## src/dcs_pkg.sv

```systemverilog
// Shared constants and types of the debug comparator sequencer
package dcs_pkg;
    // ************************************************************
    // Register byte offsets
    // ************************************************************
    localparam logic [7:0] CTRL1_OFF  = 8'h00;
    localparam logic [7:0] RANGE_OFF  = 8'h04;
    localparam logic [7:0] STATUS_OFF = 8'h08;
    localparam logic [7:0] MASK_OFF   = 8'h0c;
    localparam logic [7:0] SEQ_OFF    = 8'h10;
    localparam logic [3:0] CMP_BASE   = 4'h2;
    localparam logic [3:0] CMP_CTL    = 4'h0;
    localparam logic [3:0] CMP_ADDR   = 4'h4;
    localparam logic [3:0] CMP_DATA   = 4'h8;
    localparam logic [3:0] CMP_DMASK  = 4'hc;
    // ************************************************************
    // Field positions
    // ************************************************************
    localparam int ARM_BIT   = 0;
    localparam int FORCE_BIT = 1;
    localparam int BKEN_BIT  = 2;
    localparam int FTGT_LSB  = 4;
    localparam int EN_BIT    = 0;
    localparam int OPC_BIT   = 1;
    localparam int ATCE_BIT  = 2;
    localparam int RDSEL_BIT = 3;
    localparam int DCE_BIT   = 4;
    localparam int TGT_LSB   = 5;
    localparam int FIRED_LSB = 4;
    // ************************************************************
    // Reset values and encodings
    // ************************************************************
    localparam logic [7:0]  CTL_RST   = 8'h00;
    localparam logic [23:0] ADDR_RST  = 24'h000000;
    localparam logic [31:0] DATA_RST  = 32'h00000000;
    localparam logic [31:0] DMASK_RST = 32'hffffffff;
    localparam logic [1:0]  TGT_FINAL = 2'h0;
    localparam logic [1:0]  RANGE_OFF_MODE = 2'h0;
    localparam logic [1:0]  RANGE_IN  = 2'h1;
    typedef enum logic [1:0] {DCS_IDLE, DCS_S1, DCS_S2, DCS_S3} dcs_state_t;
endpackage

```

## src/dcs_top.sv

```systemverilog
// Debug comparator sequencer with AHB-Lite register slave
//
// Chosen here: the placing of the registers and the AHB-Lite slave port.
`timescale 1ns/1ps
module dcs_top (
    input  wire logic        hclk,
    input  wire logic        hresetn,
    input  wire logic        hsel,
    input  wire logic [31:0] haddr,
    input  wire logic [1:0]  htrans,
    input  wire logic        hwrite,
    input  wire logic [2:0]  hsize,
    input  wire logic [31:0] hwdata,
    input  wire logic        hready,
    output logic             hreadyout,
    output logic             hresp,
    output logic [31:0]      hrdata,
    input  wire logic        pc_exec_valid,
    input  wire logic [23:0] pc_exec_addr,
    input  wire logic        data_valid,
    input  wire logic        data_write,
    input  wire logic [23:0] data_addr,
    input  wire logic [31:0] data_bus,
    input  wire logic        ext_event,
    output logic             breakpoint,
    output logic [3:0]       match_out,
    output logic [1:0]       seq_state,
    output logic             irq
);
    // ************************************************************
    // Bus slave
    // ************************************************************
    logic                wr_pend_reg;
    logic                rd_pend_reg;
    logic [7:0]          addr_q_reg;
    logic [31:0]         hrdata_reg;
    logic [7:0]          cmp_ctl_reg [3];
    logic [23:0]         cmp_addr_reg [3];
    logic [31:0]         data_val_reg;
    logic [31:0]         data_mask_reg;
    logic                bken_reg;
    logic [1:0]          ftgt_reg;
    logic [1:0]          range_reg;
    logic [3:0]          status_reg;
    logic [3:0]          mask_reg;
    logic [2:0]          fired_reg;
    logic                bkpt_reg;
    logic [3:0]          match_reg;
    dcs_pkg::dcs_state_t state_reg;
    dcs_pkg::dcs_state_t state_next;

    // Only the low address byte is decoded, so the map repeats every 256 bytes
    wire        accept    = hsel && htrans[1] && hready;
    wire        wr_ctrl   = wr_pend_reg && (addr_q_reg == dcs_pkg::CTRL1_OFF);
    wire        wr_range  = wr_pend_reg && (addr_q_reg == dcs_pkg::RANGE_OFF);
    wire        wr_mask   = wr_pend_reg && (addr_q_reg == dcs_pkg::MASK_OFF);
    wire        rd_status = rd_pend_reg && (addr_q_reg == dcs_pkg::STATUS_OFF);
    wire [3:0]  cmp_sel   = addr_q_reg[7:4] - dcs_pkg::CMP_BASE;
    wire        cmp_area  = (addr_q_reg[7:4] >= dcs_pkg::CMP_BASE) && (cmp_sel < 4'h3);
    wire [3:0]  cmp_sub   = addr_q_reg[3:0];
    wire [1:0]  ci        = cmp_sel[1:0];
    wire        wr_dval   = wr_pend_reg && cmp_area && (ci == 2'h0) && (cmp_sub == dcs_pkg::CMP_DATA);
    wire        wr_dmask  = wr_pend_reg && cmp_area && (ci == 2'h0) && (cmp_sub == dcs_pkg::CMP_DMASK);
    wire        arm_wr    = wr_ctrl && hwdata[dcs_pkg::ARM_BIT];
    wire        disarm_wr = wr_ctrl && !hwdata[dcs_pkg::ARM_BIT];
    wire        force_wr  = wr_ctrl && hwdata[dcs_pkg::FORCE_BIT];

    // Reads take one wait state so a write just ahead is already stored
    assign hreadyout = !rd_pend_reg;
    assign hresp     = 1'b0;
    assign hrdata    = hrdata_reg;

    wire [31:0] cmp_rd =
        (cmp_sub == dcs_pkg::CMP_CTL)               ? {24'h000000, cmp_ctl_reg[ci]} :
        (cmp_sub == dcs_pkg::CMP_ADDR)              ? {8'h00, cmp_addr_reg[ci]} :
        ((cmp_sub == dcs_pkg::CMP_DATA) && ci == 2'h0)  ? data_val_reg :
        ((cmp_sub == dcs_pkg::CMP_DMASK) && ci == 2'h0) ? data_mask_reg : 32'h00000000;
    wire [31:0] rd_data =
        (addr_q_reg == dcs_pkg::CTRL1_OFF)  ? {26'h0, ftgt_reg, 1'b0, bken_reg, 1'b0,
                                               state_reg != dcs_pkg::DCS_IDLE} :
        (addr_q_reg == dcs_pkg::RANGE_OFF)  ? {30'h0, range_reg} :
        (addr_q_reg == dcs_pkg::STATUS_OFF) ? {28'h0000000, status_reg} :
        (addr_q_reg == dcs_pkg::MASK_OFF)   ? {28'h0000000, mask_reg} :
        (addr_q_reg == dcs_pkg::SEQ_OFF)    ? {25'h0, fired_reg, 2'h0, state_reg} :
        cmp_area                            ? cmp_rd : 32'h00000000;

    always_ff @(posedge hclk or negedge hresetn) begin
        if (!hresetn) begin
            wr_pend_reg <= 1'b0;
            rd_pend_reg <= 1'b0;
            addr_q_reg  <= 8'h00;
            hrdata_reg  <= 32'h00000000;
        end else begin
            wr_pend_reg <= accept && hwrite;
            rd_pend_reg <= accept && !hwrite;
            if (accept) addr_q_reg <= haddr[7:0];
            if (rd_pend_reg) hrdata_reg <= rd_data;
        end
    end

    always_ff @(posedge hclk or negedge hresetn) begin
        if (!hresetn) begin
            bken_reg      <= 1'b0;
            ftgt_reg      <= dcs_pkg::TGT_FINAL;
            range_reg     <= dcs_pkg::RANGE_OFF_MODE;
            mask_reg      <= 4'h0;
            data_val_reg  <= dcs_pkg::DATA_RST;
            data_mask_reg <= dcs_pkg::DMASK_RST;
        end else begin
            if (wr_ctrl) begin
                bken_reg <= hwdata[dcs_pkg::BKEN_BIT];
                ftgt_reg <= hwdata[dcs_pkg::FTGT_LSB +: 2];
            end
            if (wr_range) range_reg <= hwdata[1:0];
            if (wr_mask) mask_reg <= hwdata[3:0];
            if (wr_dval) data_val_reg <= hwdata;
            if (wr_dmask) data_mask_reg <= hwdata;
        end
    end

    // ************************************************************
    // Comparators
    // ************************************************************
    // Range modes borrow B's address as the upper bound, so B itself stays quiet
    logic [2:0] hit;
    wire        range_on = (range_reg != dcs_pkg::RANGE_OFF_MODE);

    genvar g;
    generate
        for (g = 0; g < 3; g++) begin : g_cmp
            wire [7:0]  ctl    = cmp_ctl_reg[g];
            wire        opc    = ctl[dcs_pkg::OPC_BIT];
            wire [23:0] a_cmp  = opc ? pc_exec_addr : data_addr;
            wire        eq     = (a_cmp == cmp_addr_reg[g]);
            wire        inr    = (a_cmp >= cmp_addr_reg[0]) && (a_cmp <= cmp_addr_reg[1]);
            wire        rng_ok = (range_reg == dcs_pkg::RANGE_IN) ? inr : !inr;
            wire        a_ok   = (g == 0 && range_on && !opc) ? rng_ok : eq;
            wire        rw_ok  = !ctl[dcs_pkg::ATCE_BIT] ||
                                 (ctl[dcs_pkg::RDSEL_BIT] == !data_write);
            wire        d_ok   = (g != 0) || !ctl[dcs_pkg::DCE_BIT] ||
                                 (((data_bus ^ data_val_reg) & data_mask_reg) == 32'h00000000);
            wire        b_off  = (g == 1) && range_on;
            // Opcode side ignores data, mask and direction qualifiers
            wire        h_opc  = pc_exec_valid && eq;
            wire        h_dat  = data_valid && a_ok && rw_ok && d_ok;
            assign hit[g] = ctl[dcs_pkg::EN_BIT] && !b_off && (opc ? h_opc : h_dat);

            always_ff @(posedge hclk or negedge hresetn) begin
                if (!hresetn) begin
                    cmp_ctl_reg[g]  <= dcs_pkg::CTL_RST;
                    cmp_addr_reg[g] <= dcs_pkg::ADDR_RST;
                end else if (wr_pend_reg && cmp_area && ci == 2'(g)) begin
                    if (cmp_sub == dcs_pkg::CMP_CTL) cmp_ctl_reg[g] <= hwdata[7:0];
                    if (cmp_sub == dcs_pkg::CMP_ADDR) cmp_addr_reg[g] <= hwdata[23:0];
                end
            end
        end
    endgenerate

    // ************************************************************
    // Sequencer
    // ************************************************************
    wire       armed    = (state_reg != dcs_pkg::DCS_IDLE);
    wire       force_go = armed && (force_wr || ext_event);
    wire       match_go = armed && (hit != 3'h0);
    wire       ev_go    = force_go || match_go;
    wire [1:0] ev_tgt   = force_go ? ftgt_reg :
                          hit[0]   ? cmp_ctl_reg[0][dcs_pkg::TGT_LSB +: 2] :
                          hit[1]   ? cmp_ctl_reg[1][dcs_pkg::TGT_LSB +: 2] :
                                     cmp_ctl_reg[2][dcs_pkg::TGT_LSB +: 2];
    wire       final_go = ev_go && (ev_tgt == dcs_pkg::TGT_FINAL);
    wire       bk_ev    = final_go && bken_reg;
    wire [3:0] st_set   = {hit, bk_ev};

    always_comb begin
        state_next = state_reg;
        if (!armed) begin
            if (arm_wr) state_next = dcs_pkg::DCS_S1;
        end else if (disarm_wr) begin
            state_next = dcs_pkg::DCS_IDLE;
        end else if (final_go) begin
            state_next = dcs_pkg::DCS_IDLE;
        end else if (ev_go) begin
            state_next = dcs_pkg::dcs_state_t'(ev_tgt);
        end
    end

    always_ff @(posedge hclk or negedge hresetn) begin
        if (!hresetn) begin
            state_reg  <= dcs_pkg::DCS_IDLE;
            bkpt_reg   <= 1'b0;
            match_reg  <= 4'h0;
            fired_reg  <= 3'h0;
            status_reg <= 4'h0;
        end else begin
            state_reg  <= state_next;
            bkpt_reg   <= bk_ev;
            match_reg  <= {hit[2], 1'b0, hit[1], hit[0]};
            fired_reg  <= (arm_wr ? 3'h0 : fired_reg) | hit;
            // A new event wins over the read that clears it
            status_reg <= (rd_status ? 4'h0 : status_reg) | st_set;
        end
    end

    assign breakpoint = bkpt_reg;
    assign match_out  = match_reg;
    assign seq_state  = state_reg;
    assign irq        = |(status_reg & mask_reg);
endmodule // dcs_top

```

## config.mk

```make
export PLATFORM = sky130hd
export DESIGN_NAME = dcs_top
export DESIGN_NICKNAME = d
export VERILOG_FILES = /design/src/dcs_pkg.sv /design/src/dcs_top.sv
export SDC_FILE = /design/constraint.sdc
export NUM_CORES = 1
export LEC_CHECK = 0
export BUFFER_PORTS_ARGS = -buffer_cell sky130_fd_sc_hd__buf_2
export CAP_MARGIN = 20
export CORE_ASPECT_RATIO = 1.25
export CORE_MARGIN = 8
export CORE_UTILIZATION = 56
export CTS_CLUSTER_DIAMETER = 200
export DETAILED_ROUTE_END_ITERATION = 8
export GPL_ROUTABILITY_DRIVEN = 0
export PLACE_DENSITY = 0.91
export SLEW_MARGIN = 20
export SYNTH_ARGS = -nofsm -noshare
export SYNTH_HDL_FRONTEND = slang
export SYNTH_SLANG_ARGS = --single-unit
```

## constraint.sdc

```tcl
create_clock -name hclk -period 4.2 [get_ports hclk]
set_clock_uncertainty 0.15 [all_clocks]
set_input_delay 0.21 -clock hclk [delete_from_list [all_inputs] [get_ports hclk]]
set_output_delay 0.21 -clock hclk [all_outputs]
set_load 0.02 [all_outputs]
```

==> impl_metrics.tcl <==
set metrics [dict create \
    end_kind "register" \
    ff2ff_path_depth 12 \
    status "finished clean" \
    synth_area_um2 13300 \
    antenna_violating_nets_post_route 0 \
    finalHoldViolCount 0 \
    maxSlewViolCount 0 \
    ys_ff_latch 224 \
    path_cells "buf_12 -> mux2_2 -> ha_1 -> a21o_1 -> a21o_1 -> a2111oi_2 -> nand3_1 -> a2111oi_1 -> or2_4 -> inv_2 -> mux2i_1 -> a32o_1" \
    setup_viol 0 \
    worstPathMaxFanout 28 \
    yosysTopAreaCellShare_pct 36.2 \
    synth_common_cells "mux2_2, dfrtp_1, mux2i_1, inv_1, nand2_1" \
    crit_type "register to register" \
    cts_tree "done" \
    rows 63 \
    period_share_pct 96.7 \
    grt_pass1_wl_um 68200 \
    die-area_um2 28900 \
    yosysMostFrequentCell "mux2_2" \
    start_util_pct 56.5 \
    core_um2 23500 \
    finalCriticalPeriod_ns 4.06 \
    drtIter0Drc 1173 \
    grt.overflow.total 0 \
    ys_types 69 \
    yosysSeqAreaShare_pct 42.6 \
    async_reset_ff_share_pct 100 \
    largest_register_ffs 72 \
    slew_headroom_pct 32.5 \
    tns_ns 0 \
    io_pins 200 \
    cts.htree.levels 1 \
    crit_required_ns 4.45 \
    ys.flop_type "dfrtp_1" \
    clk_pin_slew_ns 0.06 \
    drt-total-wl_um 44300 \
    r2r_setup_slack_ns 0.14 \
    area_growth_pct 17.7 \
    worst_pin_slew_ns 1.00 \
    nFillCells 1582 \
    rsz0062_at_grt "no" \
    vias 11400 \
    grt_usage_pct 30.3 \
    grt_pass1_vias 12100 \
    drcViolationCount 0 \
    cp-startpoint "g_cmp[0].ctl[1]$_DFFE_PN0P_" \
    wl_per_cell_um 25.7 \
    layout.nets 1622 \
    worstHoldPathCells 2 \
    drive_gt1_share_pct 33.3 \
    leakagePower_nw 7.12 \
    slowest_stage "a2111oi_1" \
    hpwl_um 30000 \
    grt_max_degree 143 \
    fmax_ghz 0.246 \
    port_buffers 169 \
    drv_cap 0 \
    r2r_start "g_cmp[0].ctl[1]$_DFFE_PN0P_" \
    placed_area_um2 14400 \
    hold_path.class "primary input to register" \
    cts_sinks 224 \
    synth_edf_count 0 \
    crit_top_cell "a21o_1" \
    clkLatencyLatePin_ns 0.53 \
    synth_area_leaders "dfrtp_1, mux2_2, mux2i_1, dfstp_2, ha_1" \
    cts-resized-gates 0 \
    netlist_instances 1216 \
    final_util_pct 66.4 \
    cp-start-kind "register" \
    root_buffer "clkbuf_16" \
    antenna_found_initial 4 \
    cts_setup_buffers 0 \
    r2r_end "status_reg[0]$_DFF_PN0_" \
    ir_drop_mv 0.270 \
    max_stage_delay_ns 0.66 \
    cts_max_path_buffers 3 \
    die_h_um 188 \
    viasPerCell 6.58 \
    synth_top_area_cell "dfrtp_1" \
    final_area_um2 15600 \
    syn_avg_cell_area_um2 10.9 \
    cts_buffers 23 \
    yosys_warnings 0 \
    crit_path_end "status_reg[0]$_DFF_PN0_" \
    power_density_nw_per_um2 375 \
    first_pass_iters 8 \
    worst_ep_arrival_time_ns 4.31 \
    dieWidth_um 154 \
]
per-stage QoR:
| stage | cells | power (mW) | setup slack, ns | hold WS (ns) |
|---|---|---|---|---|
| global placement | 1641 | 3.65 | 0.378 | 0.227 |
| CTS | 1722 | 5.78 | 0.270 | 0.00568 |
| global route | 1727 | 6.04 | 0.0106 | 0.0309 |
| floorplan | 1217 | 3.24 | 0.327 | -0.236 |
| finish | 1727 | 5.85 | 0.140 | 0.0399 |
| detailed placement | 1641 | 3.71 | 0.298 | 0.229 |
report_power, final:
part	internal, mW	switching [mW]	total (mW)
combinational	0.520	0.771	1.29
sequential	2.30	0.189	2.49
clock	1.19	0.871	2.06
cell families (layout without fill, tap and decap cells):
kind of cell	count (synthesis)	in the layout	share of synthesized area, %
flip-flops	224	224	42.6
AND/OR/NAND/NOR	208	208	7.83
multiplexers	289	289	23.7
adder cells (fa/ha/maj)	49	49	4.62
AO/OA/AOI/OAI	225	225	11.5
XOR/XNOR	84	84	5.55
buffers and inverters	136	350	4.21
other	1	6	0.0283
worst max-delay path: cells and delay by family, from the launching register on:
kind                     cells  cell delay [ns]
AND/OR/NAND/NOR              2             0.52
multiplexers                 2             0.51
flip-flops                   1             0.43
buffers and inverters        2             0.28
adder cells (fa/ha/maj)      1             0.30
AO/OA/AOI/OAI                5             1.73
how the worst min path moves through the flow:
stage / from / end / slack [ns]
detailed placement: hwrite / rd_pend_reg$_DFF_PN0_ / 0.23
global placement: hwrite / rd_pend_reg$_DFF_PN0_ / 0.23
finish: hwdata[3] / g_cmp[2].ctl[3]$_DFFE_PN0P_ / 0.04
floorplan: hresetn / addr_q_reg[0]$_DFFE_PN0P_ / -0.24
CTS: hwdata[3] / g_cmp[2].ctl[3]$_DFFE_PN0P_ / 0.006
global route: hwdata[3] / g_cmp[2].ctl[3]$_DFFE_PN0P_ / 0.03
metal layers:
layer / vias up / routed length, um / share of wire, % / GRT usage, %
met2: 745 / 21500 / 49 / 50.2
met5: - / 0 / 0 / 0
met3: 233 / 3690 / 8.3 / 6.36
met4: 0 / 3950 / 8.9 / 24.4
li1: 4836 / - / - / -
met1: 5548 / 15200 / 34 / 33.4
repair_timing:
item,CTS,global route
endpoints found under the setup margin,0,0
hold buffers,40,0
endpoints found under the hold margin,256,0
layout make-up:
type / count / area [um2] / share of cell area [%]
diodes: 4 / 10.0 / 0.0642
clock buffers: 36 / 694 / 4.45
clock inverters: 5 / 52.6 / 0.337
inverters: 75 / 282 / 1.80
multi-input cells: 857 / 7060 / 45.3
flip-flops and latches: 224 / 5650 / 36.2
well taps: 292 / 365 / 2.34
repair buffers: 234 / 1490 / 9.54
cells in the final DEF (no fill, tap or decap), types with 9 or more instances in the layout:
cell,count
buf_4,22
mux2_2,196
nand4_1,19
o32ai_1,13
a22oi_1,23
a21oi_1,51
o2bb2ai_1,9
nand3_1,17
a31oi_1,16
inv_1,71
mux2i_1,93
nor2_1,54
dfrtp_1,190
dlygate4sd3_1,40
a211oi_1,19
xor2_1,38
xnor2_1,46
a21o_1,12
buf_2,168
nor4_1,17
clkbuf_16,23
ha_1,49
o21ai_0,36
nand2_1,67
dfstp_2,32
Note: power is estimated with default switching activity, not from simulation.
